==> src/reset_merge_pkg.sv <==
// package: constants shared by the reset merge and synchroniser block
// assumes nothing beyond a SystemVerilog compiler
package reset_merge_pkg;

  // --------------------------------------------------------------------
  // synchroniser depth and levels
  // --------------------------------------------------------------------
  localparam int unsigned SYNC_STAGES = 2;
  localparam logic RESET_LEVEL_N = 1'b0;
  localparam logic RUN_LEVEL_N = 1'b1;
  localparam logic [SYNC_STAGES-1:0] CHAIN_CLEAR = {SYNC_STAGES{RESET_LEVEL_N}};
  localparam logic [SYNC_STAGES-1:0] CHAIN_FILL = {SYNC_STAGES{RUN_LEVEL_N}};

  // --------------------------------------------------------------------
  // build option default
  // --------------------------------------------------------------------
  localparam logic RESET_CONTROL_DEFAULT = 1'b1;

endpackage : reset_merge_pkg

==> src/processor_reset_merge_sync.sv <==
// file: reset merge and release synchroniser for a soft processor core
// assumes: sys_clk 200 MHz bus clock; all pins but reset synchronous to sys_clk;
// test_clk is a slow test clock seen here as an ordinary sampled input
`timescale 1ns/1ps

module processor_reset_merge_sync #(
  parameter logic RESET_CONTROL = reset_merge_pkg::RESET_CONTROL_DEFAULT // merge logic built
) (
  input wire logic sys_clk, // bus clock, 200 MHz
  input wire logic reset, // block reset, async, active high
  input wire logic main_system_reset_n, // main system reset request
  input wire logic auxiliary_reset_n, // additional reset request, any source
  input wire logic watchdog_bark_in, // watchdog bark, low requests reset
  input wire logic test_clk, // test clock, sampled as a level
  input wire logic test_reset_n, // test reset for debug port logic
  output logic processor_reset_n, // merged reset to the processor
  output logic ahb_reset_n, // exported bus reset for other components
  output logic watchdog_reset_out_n, // reset to the attached watchdog
  output logic debug_reset_n // reset for debug port logic
);

  // --------------------------------------------------------------------
  // reset requests
  // --------------------------------------------------------------------
  logic merged_request;
  logic system_clear;
  logic watchdog_clear;
  logic debug_clear;

  // bark is active low: while it is held low it asks for a reset
  always_comb begin
    merged_request = ~main_system_reset_n;
    if (RESET_CONTROL) begin
      merged_request = ~main_system_reset_n | ~auxiliary_reset_n
                       | ~watchdog_bark_in;
    end
  end

  // any request clears its chain at once, no clock needed
  assign system_clear = reset | merged_request;
  assign watchdog_clear = reset | ~main_system_reset_n;
  assign debug_clear = reset | ~test_reset_n;

  // --------------------------------------------------------------------
  // test clock edge detect
  // --------------------------------------------------------------------
  logic test_clk_now;
  logic test_clk_before;
  logic test_clk_rise;

  always_ff @(posedge sys_clk or posedge reset) begin
    if (reset) begin
      test_clk_now <= 1'b0;
      test_clk_before <= 1'b0;
    end else begin
      test_clk_now <= test_clk;
      test_clk_before <= test_clk_now;
    end
  end

  // one-cycle enable per rising test clock edge
  assign test_clk_rise = test_clk_now & ~test_clk_before;

  // --------------------------------------------------------------------
  // release chains
  // --------------------------------------------------------------------
  logic [reset_merge_pkg::SYNC_STAGES-1:0] system_chain;
  logic [reset_merge_pkg::SYNC_STAGES-1:0] watchdog_chain;
  logic [reset_merge_pkg::SYNC_STAGES-1:0] debug_chain;

  // the processor and bus share one chain so they leave reset together
  always_ff @(posedge sys_clk or posedge system_clear) begin
    if (system_clear) begin
      system_chain <= reset_merge_pkg::CHAIN_CLEAR;
    end else begin
      system_chain <= {system_chain[reset_merge_pkg::SYNC_STAGES-2:0],
                       reset_merge_pkg::RUN_LEVEL_N};
    end
  end

  // kept off the bark path so a bark never resets the watchdog itself
  always_ff @(posedge sys_clk or posedge watchdog_clear) begin
    if (watchdog_clear) begin
      watchdog_chain <= reset_merge_pkg::CHAIN_CLEAR;
    end else begin
      watchdog_chain <= {watchdog_chain[reset_merge_pkg::SYNC_STAGES-2:0],
                         reset_merge_pkg::RUN_LEVEL_N};
    end
  end

  // debug chain only steps on test clock edges; system resets do not touch it
  always_ff @(posedge sys_clk or posedge debug_clear) begin
    if (debug_clear) begin
      debug_chain <= reset_merge_pkg::CHAIN_CLEAR;
    end else if (test_clk_rise) begin
      debug_chain <= {debug_chain[reset_merge_pkg::SYNC_STAGES-2:0],
                      reset_merge_pkg::RUN_LEVEL_N};
    end
  end

  // --------------------------------------------------------------------
  // outputs
  // --------------------------------------------------------------------
  // outputs are the chain ends themselves, so they stay glitch free
  assign processor_reset_n = system_chain[reset_merge_pkg::SYNC_STAGES-1];
  assign debug_reset_n = debug_chain[reset_merge_pkg::SYNC_STAGES-1];

  // without the merge logic these outputs are unused and parked inactive
  generate
    if (RESET_CONTROL) begin : g_control
      assign ahb_reset_n = system_chain[reset_merge_pkg::SYNC_STAGES-1];
      assign watchdog_reset_out_n =
        watchdog_chain[reset_merge_pkg::SYNC_STAGES-1];
    end else begin : g_no_control
      logic parked;
      always_ff @(posedge sys_clk or posedge reset) begin
        if (reset) begin
          parked <= reset_merge_pkg::RUN_LEVEL_N;
        end else begin
          parked <= reset_merge_pkg::RUN_LEVEL_N;
        end
      end
      assign ahb_reset_n = parked;
      assign watchdog_reset_out_n = parked;
    end
  endgenerate

  // --------------------------------------------------------------------
  // checks
  // --------------------------------------------------------------------
  main_assert_a: assert property (
    @(posedge sys_clk) disable iff (reset)
    !main_system_reset_n |-> !processor_reset_n)
    else $error("main reset did not hold the processor in reset");

  aux_assert_a: assert property (
    @(posedge sys_clk) disable iff (reset)
    (RESET_CONTROL && !auxiliary_reset_n) |-> !processor_reset_n && !ahb_reset_n)
    else $error("auxiliary reset did not hold the system in reset");

  bark_assert_a: assert property (
    @(posedge sys_clk) disable iff (reset)
    (RESET_CONTROL && !watchdog_bark_in) |-> !processor_reset_n)
    else $error("low bark did not reset the processor");

  bark_high_release_a: assert property (
    @(posedge sys_clk) disable iff (reset)
    (!merged_request && watchdog_bark_in)[*3] |-> processor_reset_n)
    else $error("processor still in reset with bark high and no request");

  release_two_flops_a: assert property (
    @(posedge sys_clk) disable iff (reset)
    $rose(processor_reset_n) |-> !$past(merged_request) && !$past(merged_request, 2))
    else $error("processor reset released sooner than two quiet cycles");

  bus_matches_cpu_a: assert property (
    @(posedge sys_clk) disable iff (reset)
    RESET_CONTROL |-> (ahb_reset_n == processor_reset_n))
    else $error("exported bus reset differs from processor reset");

  unused_parked_a: assert property (
    @(posedge sys_clk) disable iff (reset)
    !RESET_CONTROL |-> ahb_reset_n && watchdog_reset_out_n)
    else $error("unused reset outputs not parked inactive");

  watchdog_main_a: assert property (
    @(posedge sys_clk) disable iff (reset)
    (RESET_CONTROL && !main_system_reset_n) |-> !watchdog_reset_out_n)
    else $error("main reset did not reset the watchdog");

  watchdog_no_bark_a: assert property (
    @(posedge sys_clk) disable iff (reset)
    (RESET_CONTROL && main_system_reset_n)[*3] |-> watchdog_reset_out_n)
    else $error("watchdog reset followed something other than main reset");

  debug_reset_hold_a: assert property (
    @(posedge sys_clk) disable iff (reset)
    !test_reset_n |-> !debug_reset_n)
    else $error("test reset did not hold debug logic in reset");

  debug_release_edge_a: assert property (
    @(posedge sys_clk) disable iff (reset)
    $rose(debug_reset_n) |-> $past(test_clk_rise) && $past(test_reset_n))
    else $error("debug reset released off a test clock edge");

  // --------------------------------------------------------------------
  // release and isolation checks
  // --------------------------------------------------------------------
  // system requests must never move the debug chain between test clock edges
  debug_holds_steady_a: assert property (
    @(posedge sys_clk) disable iff (reset)
    (!test_clk_rise && test_reset_n) ##1 test_reset_n |-> $stable(debug_reset_n))
    else $error("debug reset moved without a test clock edge");

  debug_release_quiet_a: assert property (
    @(posedge sys_clk) disable iff (reset)
    $rose(debug_reset_n) |-> $past(test_reset_n) && $past(test_reset_n, 2))
    else $error("debug reset released too soon after test reset");

  watchdog_release_quiet_a: assert property (
    @(posedge sys_clk) disable iff (reset)
    $rose(watchdog_reset_out_n) |->
      $past(main_system_reset_n) && $past(main_system_reset_n, 2))
    else $error("watchdog reset released too soon after main reset");

  aux_release_waits_a: assert property (
    @(posedge sys_clk) disable iff (reset)
    (RESET_CONTROL && $rose(auxiliary_reset_n)) |-> !processor_reset_n)
    else $error("processor reset released on the same edge as aux");

  bare_main_only_a: assert property (
    @(posedge sys_clk) disable iff (reset)
    (!RESET_CONTROL && main_system_reset_n)[*3] |-> processor_reset_n)
    else $error("bare build held the processor in reset without main reset");

endmodule : processor_reset_merge_sync

==> config.mk <==
export PLATFORM = sky130hd
export DESIGN_NAME = processor_reset_merge_sync
export DESIGN_NICKNAME = d
export VERILOG_FILES = /design/src/reset_merge_pkg.sv /design/src/processor_reset_merge_sync.sv
export SDC_FILE = /design/constraint.sdc
export NUM_CORES = 1
export LEC_CHECK = 0
export BUFFER_PORTS_ARGS = -buffer_cell sky130_fd_sc_hd__buf_2
export CAP_MARGIN = 20
export CORE_AREA = 10 10 47 49
export CTS_BUF_LIST = sky130_fd_sc_hd__clkbuf_4
export DETAILED_ROUTE_END_ITERATION = 7
export DIE_AREA = 0 0 57 59
export SYNTH_ARGS = -nofsm -noshare
export SYNTH_HDL_FRONTEND = slang
export SYNTH_SLANG_ARGS = --single-unit
export TNS_END_PERCENT = 10
==> constraint.sdc <==
create_clock -name sys_clk -period 1 [get_ports sys_clk]
set_input_delay 0.1 -clock sys_clk [delete_from_list [all_inputs] [get_ports sys_clk]]
set_output_delay 0.1 -clock sys_clk [all_outputs]
set_load 0.005 [all_outputs]
## Word level (Yosys, flattened, before mapping)

Index checks and enable logic that the tools add are counted.

- Latch bits: 0
- ROM bits: 0
- Memories kept: 0
- Bits in writable memories: 0
- Register bits after elaboration: 8
- Bits of input ports: 7

- Mux-type cells: 0
- Reduce and logical (&&, ||, !) cells: 0
- Shifts and indexed selects: 0
- Order comparisons: 0
- Div/mod/pow operators: 0
- Eq/ne operators: 0
- Multiply operators: 0
- Bitwise operators: 11
- Add/subtract/negate cells: 0

Operators with widths:

| operator | number |
|---|---|
| 1-bit NOT | 5 |
| 1-bit bitwise OR | 5 |
| 1-bit AND | 1 |

## Logic depth before layout (Yosys ltp)

- Depth after elaboration: 4
- Depth in mapped cells: 2
- Gate-level depth less buffers: 2

## Worst setup path after synthesis

Ideal clock, no wire load.

- Path kind: register to register
- Start point: register test_clk_before
- End point: register debug_chain[1] (netlist bit)
- Setup time: 0.125 ns
- Slack: 0.101 ns
- Stages on the path, launching flop included: 3
- Required time: 0.875 ns
- Data arrival time: 0.774 ns
- Path through: dfrtp_1 -> nor2b_4 -> mux2_4

- Cells in the longest elaborated chain, start to end: 2

Ends and longest elaborated chain:

| item | RTL line | source |
|---|---|---|
| from (decl) | processor_reset_merge_sync.sv:48 | `logic test_clk_before;` |
| from (signal assigned) | processor_reset_merge_sync.sv:57 | `test_clk_before <= test_clk_now;` |
| 1-bit NOT | processor_reset_merge_sync.sv:62 | `assign test_clk_rise = test_clk_now & ~test_clk_before;` |
| 1-bit AND | processor_reset_merge_sync.sv:62 |  |
| to (signal assigned) | processor_reset_merge_sync.sv:94 | `debug_chain <= reset_merge_pkg::CHAIN_CLEAR;` |
| to (signal assigned) | processor_reset_merge_sync.sv:96 | `debug_chain <= {debug_chain[reset_merge_pkg::SYNC_STAGES-2:0],` |
| to (decl) | processor_reset_merge_sync.sv:69 | `logic [reset_merge_pkg::SYNC_STAGES-1:0] debug_chain;` |

No other way between the ends.
A chain may end at the register's enable or synchronous reset.

## Final worst setup path

Ends and elaborated chain as after synthesis.

==> summary.txt <==
Global route
  – Largest net degree at the start of global routing: 5
  – Total global routing track utilization: 3.91%
  – Initial antenna violation count: 0
  – Vias in the first global route: 231
  – First-pass GRT wire length: 931 um
  – Total grt overflow: 0

Power and ir drop
  – Pwr dens: 1520 nW/um^2
  – Power, Total: 0.634 mW
  – Max IR drop VDD: 717 uV
  – LEAKAGE: 0.207 nW

Setup path
  – Stages on worst setup path: 2
  – CP max stage cell: dfrtp_1
  – Worst setup path end: debug_chain[1]
  – Cells along the critical path: nor2b_4, mux2_4
  – CP arrival: 1050 ps
  – Data required, critical path: 1140 ps
  – Reg-to-reg endpoint: debug_chain[1]
  – Buffers & Inverters on Critical Path: 0
  – Kind of critical path: flip-flop to flip-flop
  – Slowest cell delay on critical path: 390 ps
  – Max Fanout on Critical Path: 2
  – CP Launch Type: flip-flop
  – Top delay family on crit path: flip-flops
  – R2R depth: 2
  – Reg-to-reg startpoint: test_clk_before
  – CP endpoint kind: flip-flop
  – Crit. Startpoint: test_clk_before
  – R2r setup slk: 90 ps

Timing
  – Crit path time final: 913 ps
  – Final Hold Fails: 0
  – RSZ-0062 raised after global routing: no
  – Fmax: 1.10 GHz
  – Worst-case clock skew: 2.50 ps
  – Setup Viol. Count Final: 0
  – Final Cycle Share: 91.3%
  – Pins Over Slew Limit: 0
  – TNS Setup: 0 ps

Placed design
  – IO buf count: 10
  – Detail Placement HPWL: 393 um
  – GPL Wtd Cong: 0.645

Drt
  – Vias per cell: 3.50
  – DRT iter0 DRCs: 2
  – Drt pass-1 iters: 2
  – Remaining DRCs: 0
  – WL/cell: 10.4 um
  – Final wirelength: 542 um
  – Vias post-DR: 182
  – ANT nets after route: 0

Logic synthesis
  – FFs w/ async S/R, synth: 100%
  – Post-Syn Instances: 17
  – Synth Area per Inst: 15.8 um^2
  – Synth area leader: dfrtp_1
  – Top-area cell type share of the netlist area: 74.4%
  – Post-synthesis cell area: 269 um^2
  – Flops & latches, synth: 8
  – Most common cell in the netlist: dfrtp_1
  – Post-synth EDFFs: 0
  – Yosys cell types: 9
  – Largest cells by area after synthesis: dfrtp_1 (74%), mux2_4 (5.6%), nor2b_4 (5.1%), nor2b_1 (4.7%), buf_4 (2.8%)
  – Commonest cells post-synth: dfrtp_1 (8), nor2b_1 (2)
  – Synth Warn #: 0
  – Seq/Total Area, Yosys: 74.4%
  – Top FF cell, synth: dfrtp_1

Run
  – Max_cap viols: 0

Clock tree
  – Post-cts repair resize count: 0
  – CTS sink count: 8
  – Worst skew pair latency: 250 ps
  – Cts bufs inserted: 3
  – CTS max path bufs: 2
  – CTS tree: done
  – Clock slew at reported path FFs: 50 ps
  – H-tree Lvls: 1
  – Root Driver: clkbuf_4

Min path
  – Min-delay worst type: primary input to asynchronous set/reset pin

Floorplanning
  – Ports: 11
  – Core area: 1400 um^2
  – Starting Density: 19.2%
  – Rows: 14
  – Die Footprint: 3360 um^2
  – Die Wd: 57 um
  – Chip height: 59 um

Finish
  – Ant diodes: 0
  – Final core occ: 29.8%
  – Layout cells sized above 1: 44.4%
  – Syn-to-layout area delta: 55.3%
  – Fin nets: 45

Outcome
  – Status: completed
==> layout make-up <==
type	count	area, um^2
clock buffers	3	22.5
fillers	144	983
inverters	1	3.75
multi-input cells	8	61.3
flip-flops and latches	8	200
well taps	16	20.0
repair buffers	16	110
==> per-layer routing <==
layer / part of all wire (%) / global-route usage (%) / vias up
met5: 0 / 0 / -
met4: 0 / 1.01 / 0
met3: 21 / 6.22 / 0
met2: 42 / 5.43 / 14
met1: 37 / 2.77 / 82
li1: - / - / 86
==> metrics by stage <==
| step | hold WS (ps) | area (um^2) | instances | worst slack (ps) |
|---|---|---|---|---|
| 2_1_floorplan | -159 | 273 | 18 | 101 |
| 3_3_place_gp | -22.8 | 335 | 43 | 99.3 |
| 3_5_place_dp | -20.3 | 335 | 43 | 84.8 |
| 4_1_cts | 250 | 418 | 52 | 81.9 |
| 5_1_grt | 262 | 418 | 52 | 66.6 |
| 6_report | 266 | 418 | 52 | 87.1 |
==> worst register-to-register path, stage by stage (launching register included) <==
cell,delay (ps)
dfrtp_1,390
nor2b_4,120
mux2_4,290
==> flip-flops by register name, summed over array words and instances (netlist names) <==
register / flops
test_clk_before: 1
system_chain: 2
debug_chain: 2
test_clk_now: 1
watchdog_chain: 2
==> worst min path at each step <==
stage                           end  cells after the start  slack [ps]  startpoint
global route           test_clk_now                      3         260       reset
detailed placement     test_clk_now                      2         -20       reset
floorplan           test_clk_before                      1        -160       reset
finish              test_clk_before                      3         270       reset
global placement       test_clk_now                      2         -20       reset
CTS                 test_clk_before                      3         250       reset
==> kinds of logic (layout without fill, tap and decap cells) <==
kind of cell	after synthesis	in the layout	synth area share (%)
simple gates	5	5	14.4
mux	1	1	5.58
buf+inv	2	20	4.19
other cells	1	2	1.39
flops	8	8	74.4
==> layout by cell type (no fill, tap or decap) <==
cell type / Yosys / routed
and3_1: 1 / 1
buf_2: 0 / 10
clkbuf_4: 0 / 3
conb_1: 1 / 2
dfrtp_1: 8 / 8
dlygate4sd3_1: 0 / 6
inv_1: 1 / 1
mux2_4: 1 / 1
nor2b_1: 2 / 2
nor2b_4: 1 / 1
or2_2: 1 / 1
==> timing repair <==
item,CTS,global route
hold endpoints to repair,9,0
hold buffers,6,0
buffers inserted,0,0
==> power breakdown <==
group / switching, mW / internal, mW / total, mW / leakage, nW
registers: 0.00496 / 0.337 / 0.342 / 0.0936
logic: 0.0177 / 0.0341 / 0.0518 / 0.0999
clock network: 0.104 / 0.137 / 0.241 / 0.0138
total: 0.127 / 0.508 / 0.634 / 0.207
Power figures use the tool's default switching activity.
